<file path="src/bfps_pkg.sv">
// constants and types for the buck fault protection sequencer
package bfps_pkg;
    localparam int NCH = 4;
    localparam int DIV_W = 2;
    localparam int CLK_MHZ = 100;
    localparam int US_PER_MS = 1000;
    localparam int SS_SHORT_MS = 2;
    localparam int SS_LONG_MS = 16;
    localparam int PG_DELAY_US = 50;
    localparam int SS_SHORT_CYC = SS_SHORT_MS * US_PER_MS * CLK_MHZ;
    localparam int SS_LONG_CYC = SS_LONG_MS * US_PER_MS * CLK_MHZ;
    localparam int PG_DELAY_CYC = PG_DELAY_US * CLK_MHZ;
    localparam int TMR_W = 21;
    localparam int PGC_W = 16;
    // fault counter trips on the event after it has reached 15
    localparam logic [3:0] OC_LIMIT = 4'hF;
    localparam logic [3:0] OC_STEP = 4'h1;
    // seven soft-start units off, and latch on the seventh failed retry
    localparam logic [2:0] HICCUP_LAST = 3'h6;
    localparam logic [2:0] RETRY_LAST = 3'h6;
    localparam logic [2:0] CNT3_STEP = 3'h1;
    localparam logic [1:0] PH_FIRST = 2'h0;
    localparam logic [1:0] PH_MID = 2'h1;
    localparam logic [1:0] PH_LAST = 2'h2;
    localparam logic [1:0] PH_STEP = 2'h1;
    localparam logic [1:0] DIV_ONE = 2'h0;
    localparam logic [1:0] DIV_HALF = 2'h1;
    localparam logic [1:0] DIV_QUARTER = 2'h2;
    localparam logic [1:0] SENSE_FLOAT = 2'h0;
    localparam logic [1:0] SENSE_47K = 2'h1;
    localparam logic [1:0] SENSE_22K = 2'h2;
    localparam logic [1:0] ILIM_6A9 = 2'h0;
    localparam logic [1:0] ILIM_3A8 = 2'h1;
    localparam logic [1:0] ILIM_10A4 = 2'h2;

    typedef enum logic [2:0] {
        CH_OFF,
        CH_SOFT,
        CH_RUN,
        CH_HICCUP,
        CH_LATCH
    } bfps_chst_t;

    typedef struct packed {
        logic [NCH-1:0] en;
        logic [NCH-1:0] fbh;
        logic [NCH-1:0] fbq;
        logic [NCH-1:0] ssa;
        logic [NCH-1:0] pk;
        logic [NCH-1:0] ng;
        logic [NCH-1:0] mxd;
        logic [NCH-1:0] byd;
        logic [NCH-1:0] uvl;
        logic [NCH-1:0] uvh;
        logic [NCH-1:0] pgo;
        logic [NCH-1:0] pgb;
        logic thi;
        logic tlo;
    } bfps_in_t;

    typedef struct packed {
        bfps_in_t s1;
        bfps_in_t s2;
        bfps_chst_t [NCH-1:0] st;
        logic [NCH-1:0][TMR_W-1:0] tmr;
        logic [NCH-1:0][3:0] ocn;
        logic [NCH-1:0][2:0] rty;
        logic [NCH-1:0][2:0] hic;
        logic [NCH-1:0][1:0] ph;
        logic [NCH-1:0] init;
        logic [NCH-1:0] hold;
        logic [NCH-1:0] skip;
        logic [NCH-1:0] ssp;
        logic [NCH-1:0] pkd;
        logic [NCH-1:0] uv;
        logic overtemperature_shutdown;
        logic [PGC_W-1:0] pgc;
        logic pg;
        logic [1:0] ilm1;
        logic [1:0] ilm2;
    } bfps_state_t;
endpackage

</file>
<file path="src/bfps_top.sv">
// per-channel protection and sequencing for a four-channel buck
// Operation
// - parallel pair: second phase follows first
// - block reverse current until reference passes feedback
// - peak limit: high off, low on
// - three peak limit levels from sensing
// - negative limit ends low-side conduction
// - feedback below half halves frequency
// - feedback below quarter quarters frequency
// - max duty skips every second pulse
// - beyond max duty skips two of three
// - fault counter overflow past 15 stops switching
// - hiccup seven soft-starts, then retry
// - no hiccup detection in initial soft-start
// - fuse disables hiccup, foldback stays active
// - latch off after seven failed retries
// - latch cleared by re-enable or supply loss
// - no latch-off while hiccup disabled
// - supply lockout at 3.79, restart above 4.22
// - channel one lockout stops all channels
// - good flag above 90.5 percent, selectable
// - flag drops after 50 us below 87.2
// - overtemperature stops all, restarts soft-start
// - soft-start 2 or 16 ms per pair
`timescale 1ns/10ps
module bfps_top #(
    parameter int SS_SHORT_CYCLES = bfps_pkg::SS_SHORT_CYC,
    parameter int SS_LONG_CYCLES = bfps_pkg::SS_LONG_CYC,
    parameter int PG_DELAY_CYCLES = bfps_pkg::PG_DELAY_CYC
) (
    input wire logic CLOCK,
    input wire logic RST_N,
    input wire logic [bfps_pkg::NCH-1:0] CHANNEL_ENABLE_PIN,
    input wire logic [bfps_pkg::NCH-1:0] FB_BELOW_HALF,
    input wire logic [bfps_pkg::NCH-1:0] FB_BELOW_QUARTER,
    input wire logic [bfps_pkg::NCH-1:0] SS_ABOVE_FB,
    input wire logic [bfps_pkg::NCH-1:0] PEAK_LIMIT,
    input wire logic [bfps_pkg::NCH-1:0] NEG_LIMIT,
    input wire logic [bfps_pkg::NCH-1:0] MAX_DUTY,
    input wire logic [bfps_pkg::NCH-1:0] BEYOND_MAX_DUTY,
    input wire logic [bfps_pkg::NCH-1:0] SUPPLY_BELOW_OFF,
    input wire logic [bfps_pkg::NCH-1:0] SUPPLY_ABOVE_ON,
    input wire logic [bfps_pkg::NCH-1:0] OUT_ABOVE_GOOD,
    input wire logic [bfps_pkg::NCH-1:0] OUT_BELOW_BAD,
    input wire logic TEMP_ABOVE_TRIP,
    input wire logic TEMP_BELOW_CLEAR,
    input wire logic [bfps_pkg::NCH-1:0] CYCLE_START,
    input wire logic PAIR_A_PARALLEL,
    input wire logic PAIR_B_PARALLEL,
    input wire logic PAIR_A_LONG_SS,
    input wire logic PAIR_B_LONG_SS,
    input wire logic [bfps_pkg::NCH-1:0] FUSE_HICCUP_OFF,
    input wire logic [bfps_pkg::NCH-1:0] FUSE_LATCH_OFF,
    input wire logic [bfps_pkg::NCH-1:0] FUSE_GOOD_SELECT,
    input wire logic [1:0] LOW_SIDE_DRIVE_ONE_SENSE,
    input wire logic [1:0] LOW_SIDE_DRIVE_TWO_SENSE,
    output logic [bfps_pkg::NCH-1:0] HS_ALLOW,
    output logic [bfps_pkg::NCH-1:0] LS_ALLOW,
    output logic [bfps_pkg::NCH-1:0] LS_FORCE,
    output logic [bfps_pkg::NCH*bfps_pkg::DIV_W-1:0] FREQ_DIVIDE,
    output logic [bfps_pkg::NCH-1:0] SOFT_START_TRIGGER,
    output logic [bfps_pkg::NCH-1:0] LATCHED_OFF,
    output logic [1:0] PEAK_LEVEL_ONE,
    output logic [1:0] PEAK_LEVEL_TWO,
    output logic [1:0] PHASE_FOLLOW,
    output logic OUTPUT_GOOD_FLAG_O,
    output logic OUTPUT_GOOD_FLAG_OE,
    output logic OVERTEMPERATURE_SHUTDOWN
);
    import bfps_pkg::*;

    localparam logic [PGC_W-1:0] PG_LIM = PGC_W'(PG_DELAY_CYCLES);

    bfps_state_t r;
    bfps_state_t n;
    bfps_in_t raw;
    logic [NCH-1:0] en_e;
    logic [NCH-1:0] fbh_e;
    logic [NCH-1:0] fbq_e;
    logic [NCH-1:0] ssa_e;
    logic [NCH-1:0] pk_ev;
    logic [NCH-1:0] in_soft;

    function automatic logic pair_par(input int c);
        return (c < NCH / 2) ? PAIR_A_PARALLEL : PAIR_B_PARALLEL;
    endfunction

    // the second phase of a paralleled pair borrows the first's enable, feedback and soft-start inputs
    function automatic int src_ch(input int c);
        return (pair_par(c) && c % 2 == 1) ? c - 1 : c;
    endfunction

    function automatic logic [TMR_W-1:0] ss_last(input int c);
        logic lng;
        lng = (c < NCH / 2) ? PAIR_A_LONG_SS : PAIR_B_LONG_SS;
        return lng ? TMR_W'(SS_LONG_CYCLES - 1)
                   : TMR_W'(SS_SHORT_CYCLES - 1);
    endfunction

    function automatic logic [1:0] ilim_pick(input logic [1:0] sense);
        case (sense)
            SENSE_47K: return ILIM_3A8;
            SENSE_22K: return ILIM_10A4;
            default: return ILIM_6A9;
        endcase
    endfunction

    assign raw = '{en: CHANNEL_ENABLE_PIN, fbh: FB_BELOW_HALF,
        fbq: FB_BELOW_QUARTER, ssa: SS_ABOVE_FB, pk: PEAK_LIMIT,
        ng: NEG_LIMIT, mxd: MAX_DUTY, byd: BEYOND_MAX_DUTY,
        uvl: SUPPLY_BELOW_OFF, uvh: SUPPLY_ABOVE_ON,
        pgo: OUT_ABOVE_GOOD, pgb: OUT_BELOW_BAD,
        thi: TEMP_ABOVE_TRIP, tlo: TEMP_BELOW_CLEAR};

    always_comb begin
        for (int c = 0; c < NCH; c++) begin
            en_e[c] = r.s2.en[src_ch(c)];
            fbh_e[c] = r.s2.fbh[src_ch(c)];
            fbq_e[c] = r.s2.fbq[src_ch(c)];
            ssa_e[c] = r.s2.ssa[src_ch(c)];
            in_soft[c] = r.st[c] == CH_SOFT;
        end
    end

    assign pk_ev = r.s2.pk & ~r.pkd;

    always_comb begin
        logic trip;
        logic masked;
        trip = 1'b0;
        masked = 1'b0;
        n = r;
        n.s1 = raw;
        n.s2 = r.s1;
        n.ilm1 = ilim_pick(LOW_SIDE_DRIVE_ONE_SENSE);
        n.ilm2 = ilim_pick(LOW_SIDE_DRIVE_TWO_SENSE);
        if (r.s2.thi) begin
            n.overtemperature_shutdown = 1'b1;
        end else if (r.s2.tlo) begin
            n.overtemperature_shutdown = 1'b0;
        end
        for (int c = 0; c < NCH; c++) begin
            if (r.s2.uvl[c]) begin
                n.uv[c] = 1'b1;
            end else if (r.s2.uvh[c]) begin
                n.uv[c] = 1'b0;
            end
            n.pkd[c] = r.s2.pk[c];
            n.ssp[c] = 1'b0;
            // a new limit event wins over the cycle start clearing it
            n.hold[c] = r.s2.pk[c] | (r.hold[c] & ~CYCLE_START[c]);
            if (CYCLE_START[c]) begin
                if (r.s2.byd[c]) begin
                    n.ph[c] = (r.ph[c] == PH_LAST) ? PH_FIRST
                                                   : r.ph[c] + PH_STEP;
                end else if (r.s2.mxd[c]) begin
                    n.ph[c] = (r.ph[c] == PH_FIRST) ? PH_MID : PH_FIRST;
                end else begin
                    n.ph[c] = PH_FIRST;
                end
                n.skip[c] = n.ph[c] != PH_FIRST;
            end
            if (pk_ev[c] && r.ocn[c] != OC_LIMIT) begin
                n.ocn[c] = r.ocn[c] + OC_STEP;
            end
            masked = in_soft[c] & r.init[c];
            trip = pk_ev[c] && r.ocn[c] == OC_LIMIT
                   && !FUSE_HICCUP_OFF[c] && !masked;
            case (r.st[c])
                CH_OFF: begin
                    n.ocn[c] = '0;
                    n.rty[c] = '0;
                    n.hic[c] = '0;
                    trip = 1'b0;
                    if (en_e[c] && !r.uv[c] && !r.uv[0] && !r.overtemperature_shutdown) begin
                        n.st[c] = CH_SOFT;
                        n.tmr[c] = '0;
                        n.init[c] = 1'b1;
                        n.ssp[c] = 1'b1;
                    end
                end
                CH_SOFT: begin
                    n.tmr[c] = r.tmr[c] + TMR_W'(1);
                    if (!trip && r.tmr[c] == ss_last(c)) begin
                        n.st[c] = CH_RUN;
                        n.ocn[c] = '0;
                        n.rty[c] = '0;
                    end
                end
                CH_RUN: begin
                end
                CH_HICCUP: begin
                    trip = 1'b0;
                    n.tmr[c] = r.tmr[c] + TMR_W'(1);
                    if (r.tmr[c] == ss_last(c)) begin
                        n.tmr[c] = '0;
                        n.hic[c] = r.hic[c] + CNT3_STEP;
                        if (r.hic[c] == HICCUP_LAST) begin
                            n.st[c] = CH_SOFT;
                            n.hic[c] = '0;
                            n.ocn[c] = '0;
                            n.init[c] = 1'b0;
                            n.ssp[c] = 1'b1;
                        end
                    end
                end
                CH_LATCH: begin
                    trip = 1'b0;
                end
                default: begin
                    trip = 1'b0;
                    n.st[c] = CH_OFF;
                end
            endcase
            if (trip) begin
                n.tmr[c] = '0;
                n.hic[c] = '0;
                n.ocn[c] = '0;
                n.st[c] = CH_HICCUP;
                // the latch needs hiccup detection to count failures at all
                if (FUSE_LATCH_OFF[c] && !r.init[c]) begin
                    if (r.rty[c] == RETRY_LAST) begin
                        n.st[c] = CH_LATCH;
                    end else begin
                        n.rty[c] = r.rty[c] + CNT3_STEP;
                    end
                end
            end
            if (!en_e[c] || r.uv[c]) begin
                n.st[c] = CH_OFF;
            end else if ((r.overtemperature_shutdown || r.uv[0]) && r.st[c] != CH_LATCH) begin
                n.st[c] = CH_OFF;
            end
        end
        // any monitored output low for the whole delay clears the flag
        if ((FUSE_GOOD_SELECT & r.s2.pgb) != '0) begin
            if (r.pgc < PG_LIM) begin
                n.pgc = r.pgc + PGC_W'(1);
            end else begin
                n.pg = 1'b0;
            end
        end else begin
            n.pgc = '0;
            if (FUSE_GOOD_SELECT != '0
                && (FUSE_GOOD_SELECT & ~r.s2.pgo) == '0) begin
                n.pg = 1'b1;
            end
        end
    end

    always_ff @(posedge CLOCK or negedge RST_N) begin
        if (!RST_N) begin
            r <= '0;
        end else begin
            r <= n;
        end
    end

    always_comb begin
        logic act;
        act = 1'b0;
        for (int c = 0; c < NCH; c++) begin
            act = r.st[c] == CH_SOFT || r.st[c] == CH_RUN;
            HS_ALLOW[c] = act & ~r.hold[c] & ~r.skip[c];
            // reverse current stays blocked while the output is precharged
            LS_ALLOW[c] = act & ~r.s2.ng[c]
                          & ~(in_soft[c] & ~ssa_e[c]);
            LS_FORCE[c] = act & r.hold[c] & ~r.s2.ng[c];
            if (fbq_e[c]) begin
                FREQ_DIVIDE[DIV_W*c +: DIV_W] = DIV_QUARTER;
            end else if (fbh_e[c]) begin
                FREQ_DIVIDE[DIV_W*c +: DIV_W] = DIV_HALF;
            end else begin
                FREQ_DIVIDE[DIV_W*c +: DIV_W] = DIV_ONE;
            end
            LATCHED_OFF[c] = r.st[c] == CH_LATCH;
        end
    end

    assign SOFT_START_TRIGGER = r.ssp;
    assign PEAK_LEVEL_ONE = r.ilm1;
    assign PEAK_LEVEL_TWO = r.ilm2;
    assign PHASE_FOLLOW = {PAIR_B_PARALLEL, PAIR_A_PARALLEL};
    assign OUTPUT_GOOD_FLAG_O = 1'b0;
    assign OUTPUT_GOOD_FLAG_OE = ~r.pg;
    assign OVERTEMPERATURE_SHUTDOWN = r.overtemperature_shutdown;
endmodule

</file>
<file path="config.mk">
export PLATFORM = sky130hd
export DESIGN_NAME = bfps_top
export DESIGN_NICKNAME = d
export VERILOG_FILES = /design/src/bfps_pkg.sv /design/src/bfps_top.sv
export SDC_FILE = /design/constraint.sdc
export NUM_CORES = 1
export LEC_CHECK = 0
export BUFFER_PORTS_ARGS = -buffer_cell sky130_fd_sc_hd__buf_2
export CAP_MARGIN = 20
export CORE_ASPECT_RATIO = 0.9
export CORE_MARGIN = 2
export CORE_UTILIZATION = 50
export DETAILED_ROUTE_END_ITERATION = 16
export GPL_TIMING_DRIVEN = 0
export HOLD_SLACK_MARGIN = 0.1
export MAX_ROUTING_LAYER = met4
export PLACE_DENSITY = 0.68
export RECOVER_POWER = 25
export SETUP_SLACK_MARGIN = 0.15
export SLEW_MARGIN = 25
export SYNTH_ARGS = -nofsm -noshare
export SYNTH_HDL_FRONTEND = slang
export SYNTH_SLANG_ARGS = --single-unit
export TNS_END_PERCENT = 50
</file>
<file path="constraint.sdc">
create_clock -name CLOCK -period 5.9 [get_ports CLOCK]
set_input_delay 1.18 -clock CLOCK [delete_from_list [all_inputs] [get_ports CLOCK]]
set_output_delay 1.18 -clock CLOCK [all_outputs]
set_load 0.01 [all_outputs]
</file>
==> results.txt, run 1 <==
The run finished, with violations left. The final reports fail on capacitance limit, slew limit. The worst-case clock buffer depth came out at 3. The global-route met1 utilization is 31.7%. The wire-length estimate of the detail-placed layout is 20.6 mm. The area share of the largest cell type after synthesis is 54.6%. The depth of the worst register-to-register path came out at 9. The sort of element at the start of the critical path is an input pin.

Data on the critical path is required at its endpoint by 6.59 ns. At the end of routability-driven placement, the weighted congestion stood at 0.915. The largest incremental delay on the critical path came out at 2.16 ns.

After synthesis the cells add up to 13300 um^2. The quantity of hold-fixing buffers added after cts came out at 0. Counting stages on the worst path, the most repeated cell is sky130_fd_sc_hd__buf_16. The summed area of non-filler cells in the final layout came out at 15400 um^2. The number of H-tree branching levels is 1. The number of remaining DRC errors is 0. The mean cell area of the mapped netlist is 10.1 um^2. The initial antenna violation count was 1. The relative max-transition margin is -109%. The power density over the cells is 285 nW/um^2. The area enclosed by the die boundary came out at 27900 um^2.

The final worst hold slack is 0.345 ns. The number of cells traversed by the worst hold path is 0. In the post-synthesis netlist, the biggest area contributors are sky130_fd_sc_hd__dfrtp_1 55%, sky130_fd_sc_hd__nor2_1 4.1%, sky130_fd_sc_hd__nand3_1 3.1%, sky130_fd_sc_hd__nand2_1 2.9%, sky130_fd_sc_hd__o21ai_0 2.7%. The number of top-level pins came out at 113. The synthesized netlist contains 81 unique library cells. The met3 track demand over resource in global routing came out at 3.57%.

Clock-pin slew was measured on the worst setup and hold paths at 0.06 ns. The die width is 176 um. During synthesis, Yosys emitted a total of 0 warnings.

Data arrives at the worst endpoint at 4.17 ns. Setup repair after global routing left no endpoint under its margin. Once the clock tree was built, the resizer swapped 0 gates to a different size.

The area growth from synthesis to final layout came out at 16.2%. TritonCTS built the clock tree. The total leakage power is 6.75 nW. The transition time at the pin with the least slew margin is 3.14 ns.

The largest total area in the synthesized netlist belongs to sky130_fd_sc_hd__dfrtp_1. Entering global routing, the biggest net connects 87 pins. The core region is 26100 um^2. The initial cell density of the core is 50.9%. The total number of placement rows came out at 56. The clock latency of the later-clocked register in the worst-skew pair is 0.55 ns. In this run the critical register-to-register path is captured at r[103]$_DFFE_PN0P_. The number of CTS-inserted buffers is 30. The final route contains 10300 vias.

Clock tree synthesis selected as its root buffer the cell sky130_fd_sc_hd__clkbuf_16. Setup violations remaining at the end of the flow were counted as 0. The sequential element share of the synthesized area came out at 54.6%. The remaining antenna violation count came out at 0. The net count after synthesis is 1408. Across every metal layer, demand over resource in global routing totals 21.3%.

The number of flops mapped to enable cells by yosys came out at 0. In the synthesized netlist the dominant register cell turns out to be sky130_fd_sc_hd__dfrtp_1. The height of the die is 159 um.

The final core utilization came out at 59.1%. Counting I/O delays and the setup requirement, the final critical path takes 3.47 ns. During placement, the flow inserted port buffers numbering 111. Of all flip-flops after synthesis, the portion carrying an async set or reset was 100%. The startpoint of the most critical hold path is n[201]$_DFF_PN0_. The path with the worst hold slack has its endpoint at r[201]$_DFF_PN0_. On the final layout, the worst clock skew is 0.00988 ns. The final worst-path cycle share is 58.9%. Cells with a size suffix above 1 make up 14.6% of the layout. The reported max-cap violation count is 1. The post-synthesis cell count is 1315.

The maximum clock frequency came out at 288 MHz. The first global-routing pass estimated 48.0 mm of wire. The kind of path behind the tightest hold check is reg2reg. The fraction of met2 tracks used by global routing came out at 30.9%. Clock tree synthesis found a total of 290 sinks. The number of flip-flops and latches in the synthesized netlist is 290. The element type at the critical path end is an asynchronous set/reset pin. The critical-path maximum fanout came out at 77. In this run, the number of DRC markers left after iteration 0 of detailed routing was 959. The origin of the critical flop-to-flop path is r[94]$_DFFE_PN0P_. The largest individual stage delay along the critical path comes from the cell sky130_fd_sc_hd__clkbuf_1.

The per-cell routed wire length came out at 15.7 um. The detailed-routing iteration count for the pre-antenna-repair pass came out at 5. The type of the worst setup path is in2async. The layer flagged by global routing as most heavily used is met1. The ratio of routed vias to standard cells came out at 5.60. The maximum vdd ir drop is 0.229 mV. Setup slack on the worst reg-to-reg path comes out at 3.02 ns. In the final design database the tool counted 1555 nets. Summing internal, switching and leakage power gives 4.41 mW. The final count of pins violating max slew came out at 55. The number of setup buffers added after CTS is 0. Global routing finished with a remaining overflow of 0. The hold violation count in the final report came out at 0. The routed design has 28.7 mm of wire. The number of global-route vias before repair came out at 9534.

The critical path goes through clkbuf_1 > buf_16 > buf_16. The placement-stage cell area came out at 14400 um^2.
stage by stage:
stage | TNS, ns | setup WS [ns] | instances
2_1_floorplan | 0 | 2.94 | 1315
3_3_place_gp | -495.95 | -1.73 | 1774
3_5_place_dp | 0 | 2.28 | 1778
4_1_cts | 0 | 2.56 | 1831
5_1_grt | 0 | 1.85 | 1832
6_report | 0 | 2.43 | 1832
critical path: cells and delay by family:
family,cells,cell delay (ns)
buffers and inverters,3,2.87
Yosys cell counts (7+ instances only):
master                     instances
sky130_fd_sc_hd__nor4b_1          11
sky130_fd_sc_hd__nor3_1           51
sky130_fd_sc_hd__clkbuf_1         24
sky130_fd_sc_hd__buf_2             7
sky130_fd_sc_hd__dfrtp_1         290
sky130_fd_sc_hd__nand4_1          20
sky130_fd_sc_hd__mux2i_1          15
sky130_fd_sc_hd__o21ai_0          72
sky130_fd_sc_hd__nor2_1          144
sky130_fd_sc_hd__nand2_1         103
sky130_fd_sc_hd__a21o_1           17
sky130_fd_sc_hd__nand3b_1         11
sky130_fd_sc_hd__nor4_1           20
sky130_fd_sc_hd__xnor2_1          33
sky130_fd_sc_hd__nor3b_1           7
sky130_fd_sc_hd__a21oi_1          64
sky130_fd_sc_hd__a31oi_1          17
sky130_fd_sc_hd__and3_1           13
sky130_fd_sc_hd__ha_1             17
sky130_fd_sc_hd__or2_2             7
sky130_fd_sc_hd__nand3_1          83
sky130_fd_sc_hd__a22o_1           12
sky130_fd_sc_hd__nand4b_1          7
sky130_fd_sc_hd__buf_4            13
sky130_fd_sc_hd__o31ai_1          11
sky130_fd_sc_hd__inv_1            53
sky130_fd_sc_hd__xor2_1           24
sky130_fd_sc_hd__nand2b_1         19
sky130_fd_sc_hd__nor2b_1          29
sky130_fd_sc_hd__or3_1            17
power by group:
group | switching (mW) | internal, mW | total, mW
logic | 0.150 | 0.106 | 0.256
registers | 0.0843 | 2.08 | 2.17
clock network | 0.751 | 1.23 | 1.98
total | 0.985 | 3.42 | 4.41
metal layers:
layer,up-vias,share of wire (%)
met5,-,0
met2,315,44
li1,4979,-
met3,40,5.7
met1,4925,49
met4,0,1.7
flip-flops by register name, indices dropped and copies added, names as in the netlist:
name,cells
SOFT_START_TRIGGER,4
en_e,2
fbh_e,2
r,221
n,54
fbq_e,2
PEAK_LEVEL_TWO,2
OVERTEMPERATURE_SHUTDOWN,1
PEAK_LEVEL_ONE,2
how the worst max path moves through the flow:
stage                            start                 end
finish                           RST_N   r[48]$_DFFE_PN0P_
global route                     RST_N   en_e[0]$_DFF_PN0_
CTS                 r[181]$_DFFE_PN0P_         HS_ALLOW[1]
detailed placement      PAIR_A_LONG_SS  r[104]$_DFFE_PN0P_
global placement                 RST_N    n[221]$_DFF_PN0_
floorplan               PAIR_A_LONG_SS  r[126]$_DFFE_PN0P_
cells by family after synthesis:
| family | synth area share [%] |
|---|---|
| flops | 54.6 |
| xor+xnor | 3.75 |
| compound gates | 13.1 |
| fa+ha+maj | 1.60 |
| simple gates | 22.3 |
| other cells | 0.0282 |
| buf+inv | 3.17 |
| mux | 1.55 |
layout make-up:
type                            count  area [um^2]
Sequential cell                   290         7260
Clock buffer                       44          905
Tap cell                          348          435
Buffer                             44          223
Antenna cell                        1         2.50
Clock inverter                      9          155
Multi-Input combinational cell    928         5620
Inverter                           53          199
Timing Repair Buffer              115          646
Fill cell                        2207        10700
cells in the final DEF (no fill, tap or decap), types with 24 or more instances in the layout:
master	count
sky130_fd_sc_hd__dfrtp_1	290
sky130_fd_sc_hd__nor2_1	144
sky130_fd_sc_hd__buf_2	116
sky130_fd_sc_hd__nand2_1	103
sky130_fd_sc_hd__nand3_1	83
sky130_fd_sc_hd__o21ai_0	72
sky130_fd_sc_hd__a21oi_1	64
sky130_fd_sc_hd__inv_1	53
sky130_fd_sc_hd__nor3_1	51
sky130_fd_sc_hd__xnor2_1	33
sky130_fd_sc_hd__clkbuf_1	31
sky130_fd_sc_hd__clkbuf_16	31
sky130_fd_sc_hd__nor2b_1	29
sky130_fd_sc_hd__xor2_1	24
Power figures use the tool's default switching activity.
==> run 2, diff against run 1 <==
--- a/config.mk
+++ b/config.mk
@@ -14,7 +14,7 @@
 export GPL_TIMING_DRIVEN = 0
 export HOLD_SLACK_MARGIN = 0.1
 export MAX_ROUTING_LAYER = met4
-export PLACE_DENSITY = 0.68
+export PLACE_DENSITY = 0.7
 export RECOVER_POWER = 25
 export SETUP_SLACK_MARGIN = 0.15
 export SLEW_MARGIN = 25
==> constraint.sdc (replaced) <==
create_clock -name CLOCK -period 3 [get_ports CLOCK]
set_input_delay 0.6 -clock CLOCK [delete_from_list [all_inputs] [get_ports CLOCK]]
set_output_delay 0.6 -clock CLOCK [all_outputs]
set_load 0.01 [all_outputs]
==> results.txt, run 2 (same netlist as run 1, synthesis figures left out) <==
The shortest period the worst path allows is 2.78 ns. The fraction of final layout cells sized beyond drive strength 1 is 15.5% (+0.88 points). The met3 track demand over resource in global routing is 3.09% (-0.48 points). The largest incremental delay on the critical path came out at 0.66 ns (-1.50 ns). Clock tree synthesis selected as its root buffer the cell sky130_fd_sc_hd__clkbuf_16.

The die width came out at 176 um (unchanged). The flow ran to the end, and the final reports show no timing, DRC or antenna violations. The per-cell routed wire length is 15.9 um (+1.5%).

met1 is the most crowded layer. The global-route wire length before repair came to 47.9 mm (-0.16%). Dividing the final minimum period by the clock period gives 92.5%.

The weighted congestion at the end of routability-driven global placement is 0.921 (+0.69%). Static timing analysis puts the maximum clock frequency at 360 MHz. The depth of the worst register-to-register path is 7 (-2). The maximum vdd ir drop is 0.428 mV (+87%).

The height of the die is 159 um (unchanged). The reported max-cap violation count is 0 (-1). The fraction of met2 tracks used by global routing came to 30.9% (about the same). The clock latency of the later-clocked register in the worst-skew pair came to 0.56 ns (about the same). The total setup violations reported at the end of the flow was 0 (unchanged). The placement-stage cell area came out at 14400 um^2 (about the same). The area enclosed by the die boundary is 27900 um^2 (unchanged). The total track usage is 21.3% (+0.030 points). The total leakage power came to 6.75 nW (about the same). The number of top-level pins came out at 113 (unchanged).

The hold violation count in the final report is 0 (unchanged). The quantity of I/O buffers inserted on ports was 111 (unchanged). The number of cells traversed by the worst hold path is 1 (+1). The logic depth of the worst setup path including buffers is 7 (+4). The number of filler instances in the final layout is 2251 (+2.0%). The number of CTS-inserted buffers came out at 30 (unchanged). The initial antenna violation count was 0 (-1). The antenna diode count is 0 (-1).

The final net count came out at 1556 (+0.064%). The clock sink total came out at 290 (unchanged). The detailed-routing iteration count for the pre-antenna-repair pass came out at 6 (+1). r holds more flip-flops than any other register. The number of H-tree branching levels is 1 (unchanged).

The number of setup buffers added after CTS came to 0 (unchanged). The multi-input combinational cell area came out at 5650 um^2 (+0.45%). The worst endpoint data arrival time came out at 3.20 ns (-0.97 ns). The total grt overflow came to 0 (unchanged). The via count is 10300 (+0.85%). The critical path is of the reg2reg type. The initial cell density of the core came to 50.9% (unchanged). The pin count of the biggest net entering global routing was 86 (-1.1%). The flip-flop and latch area is 7260 um^2 (unchanged). The number of global-route vias before repair was 9701 (+1.8%). The clock input transition at the sequential cells of the worst setup and hold paths is 0.06 ns (about the same). Broken down by cell family, the worst path's largest delay share belongs to compound AO/OA/AOI/OAI gates. The area growth from synthesis to final layout came out at 16.3% (about the same). The final critical-path setup slack is 0.225 ns (-2.20 ns). The buffer and inverter count on the worst path is 2 (-1). The power density over the cells is 556 nW/um^2 (+95%). The library cells used most frequently in the layout, excluding fill and tap cells, are 290 x sky130_fd_sc_hd__dfrtp_1, 142 x sky130_fd_sc_hd__nor2_1, 118 x sky130_fd_sc_hd__buf_2, 103 x sky130_fd_sc_hd__nand2_1, 83 x sky130_fd_sc_hd__nand3_1. The worst-case clock buffer depth is 3 (unchanged). The sort of element at the start of the critical path is a flop. The global-route met1 utilization is 31.4% (-0.34 points). The placeable core area is 26100 um^2 (unchanged).

The first-iteration detailed-routing DRC count came to 726 (-24%). The data required time at the worst endpoint came out at 3.42 ns (-3.17 ns). The remaining antenna violation count is 0 (unchanged). The final core utilization came out at 59.2% (about the same). The placed wire-length estimate was 20.9 mm (+1.3%).

Leaving out fill and tap cells, the most frequent cell in the layout is sky130_fd_sc_hd__dfrtp_1. The clock skew came to 0.0233 ns (+0.0134 ns). The worst slack after detailed placement is -0.0886 ns (-2.37 ns). Setup repair after global routing could not meet its margin everywhere. The critical path goes through buf_2 > or3b_2 > a2111oi_4 > nor3_2 > o21a_1 > buf_2 > a22o_1. The total number of placement rows is 56 (unchanged). The critical path's most frequent cell is sky130_fd_sc_hd__buf_2. The element type at the critical path end is a flop. The path class of the tightest hold or removal check is in2reg. The total routed wirelength came out at 29.1 mm (+1.4%).

The relative max-transition margin is 4.48% (+110 points). The critical-path maximum fanout is 10 (-87%). The final count of pins violating max slew is 0 (-100%). For this design, the slowest cell found on the critical path is sky130_fd_sc_hd__a2111oi_4. The flip-flop count of the largest register after layout was 221 (unchanged). The ratio of routed vias to standard cells came to 5.65 (+0.90%).

The summed area of non-filler cells in the final layout came out at 15500 um^2 (about the same). The clock tree from TritonCTS is built. The transition time at the pin with the least slew margin was 1.43 ns (-1.70 ns). The number of remaining DRC errors came out at 0 (unchanged).
## run 2: final cells by class
type,instances,share of cell area [%]
Buffer,44,1.46
Clock buffer,41,5.84
Clock inverter,11,0.890
Inverter,53,1.29
Multi-Input combinational cell,928,36.5
Sequential cell,290,46.9
Tap cell,348,2.82
Timing Repair Buffer,116,4.22
## run 2: layer usage
metal,up-vias,share of wire (%),wire length [um]
li1,4985,-,-
met1,5010,48,14100
met2,303,44,12700
met3,48,5.6,1630
met4,0,2.4,690
met5,-,0,0
## run 2: repair_timing
item                       4_1_cts  5_1_grt
setup endpoints to repair        6       36
gates resized for setup          1       12
hold endpoints to repair        52        0
hold buffers                     1        0
## run 2: final timing paths
kind | from | slack, ns | to
min | MAX_DUTY[2] | 0.15 | n[214]$_DFF_PN0_
max reg2reg | r[188]$_DFFE_PN0P_ | 0.22 | r[158]$_DFFE_PN0P_
min in group asynchronous | RST_N | 0.91 | r[28]$_DFF_PN0_
max | r[188]$_DFFE_PN0P_ | 0.22 | r[158]$_DFFE_PN0P_
max in group asynchronous | RST_N | 0.64 | r[84]$_DFF_PN0_
min reg2reg | n[233]$_DFF_PN0_ | 0.33 | r[233]$_DFF_PN0_
## run 2: per-stage QoR
stage / TNS, ns / cells / hold slack (ns) / total power, mW
final: 0 / 1831 / 0.146 / 8.60
after global routing: 0 / 1831 / 0.127 / 8.95
after CTS: 0 / 1830 / 0.123 / 8.71
after detailed placement: -0.662 / 1777 / 0.335 / 4.84
after global placement: -1154.15 / 1774 / 0.332 / 4.80
after floorplan: 0 / 1315 / 0.304 / 4.56
## run 2: worst reg2reg max path, stage by stage (launching register included)
cell                        delay [ns]
sky130_fd_sc_hd__dfrtp_1          0.35
sky130_fd_sc_hd__buf_2            0.16
sky130_fd_sc_hd__or3b_2           0.50
sky130_fd_sc_hd__a2111oi_4        0.66
sky130_fd_sc_hd__nor3_2           0.19
sky130_fd_sc_hd__o21a_1           0.28
sky130_fd_sc_hd__buf_2            0.25
sky130_fd_sc_hd__a22o_1           0.25
## run 2: where the power goes
part	switching (mW)	total [mW]	internal [mW]
clock network	1.49	3.83	2.34
logic	0.298	0.507	0.209
registers	0.167	4.27	4.10
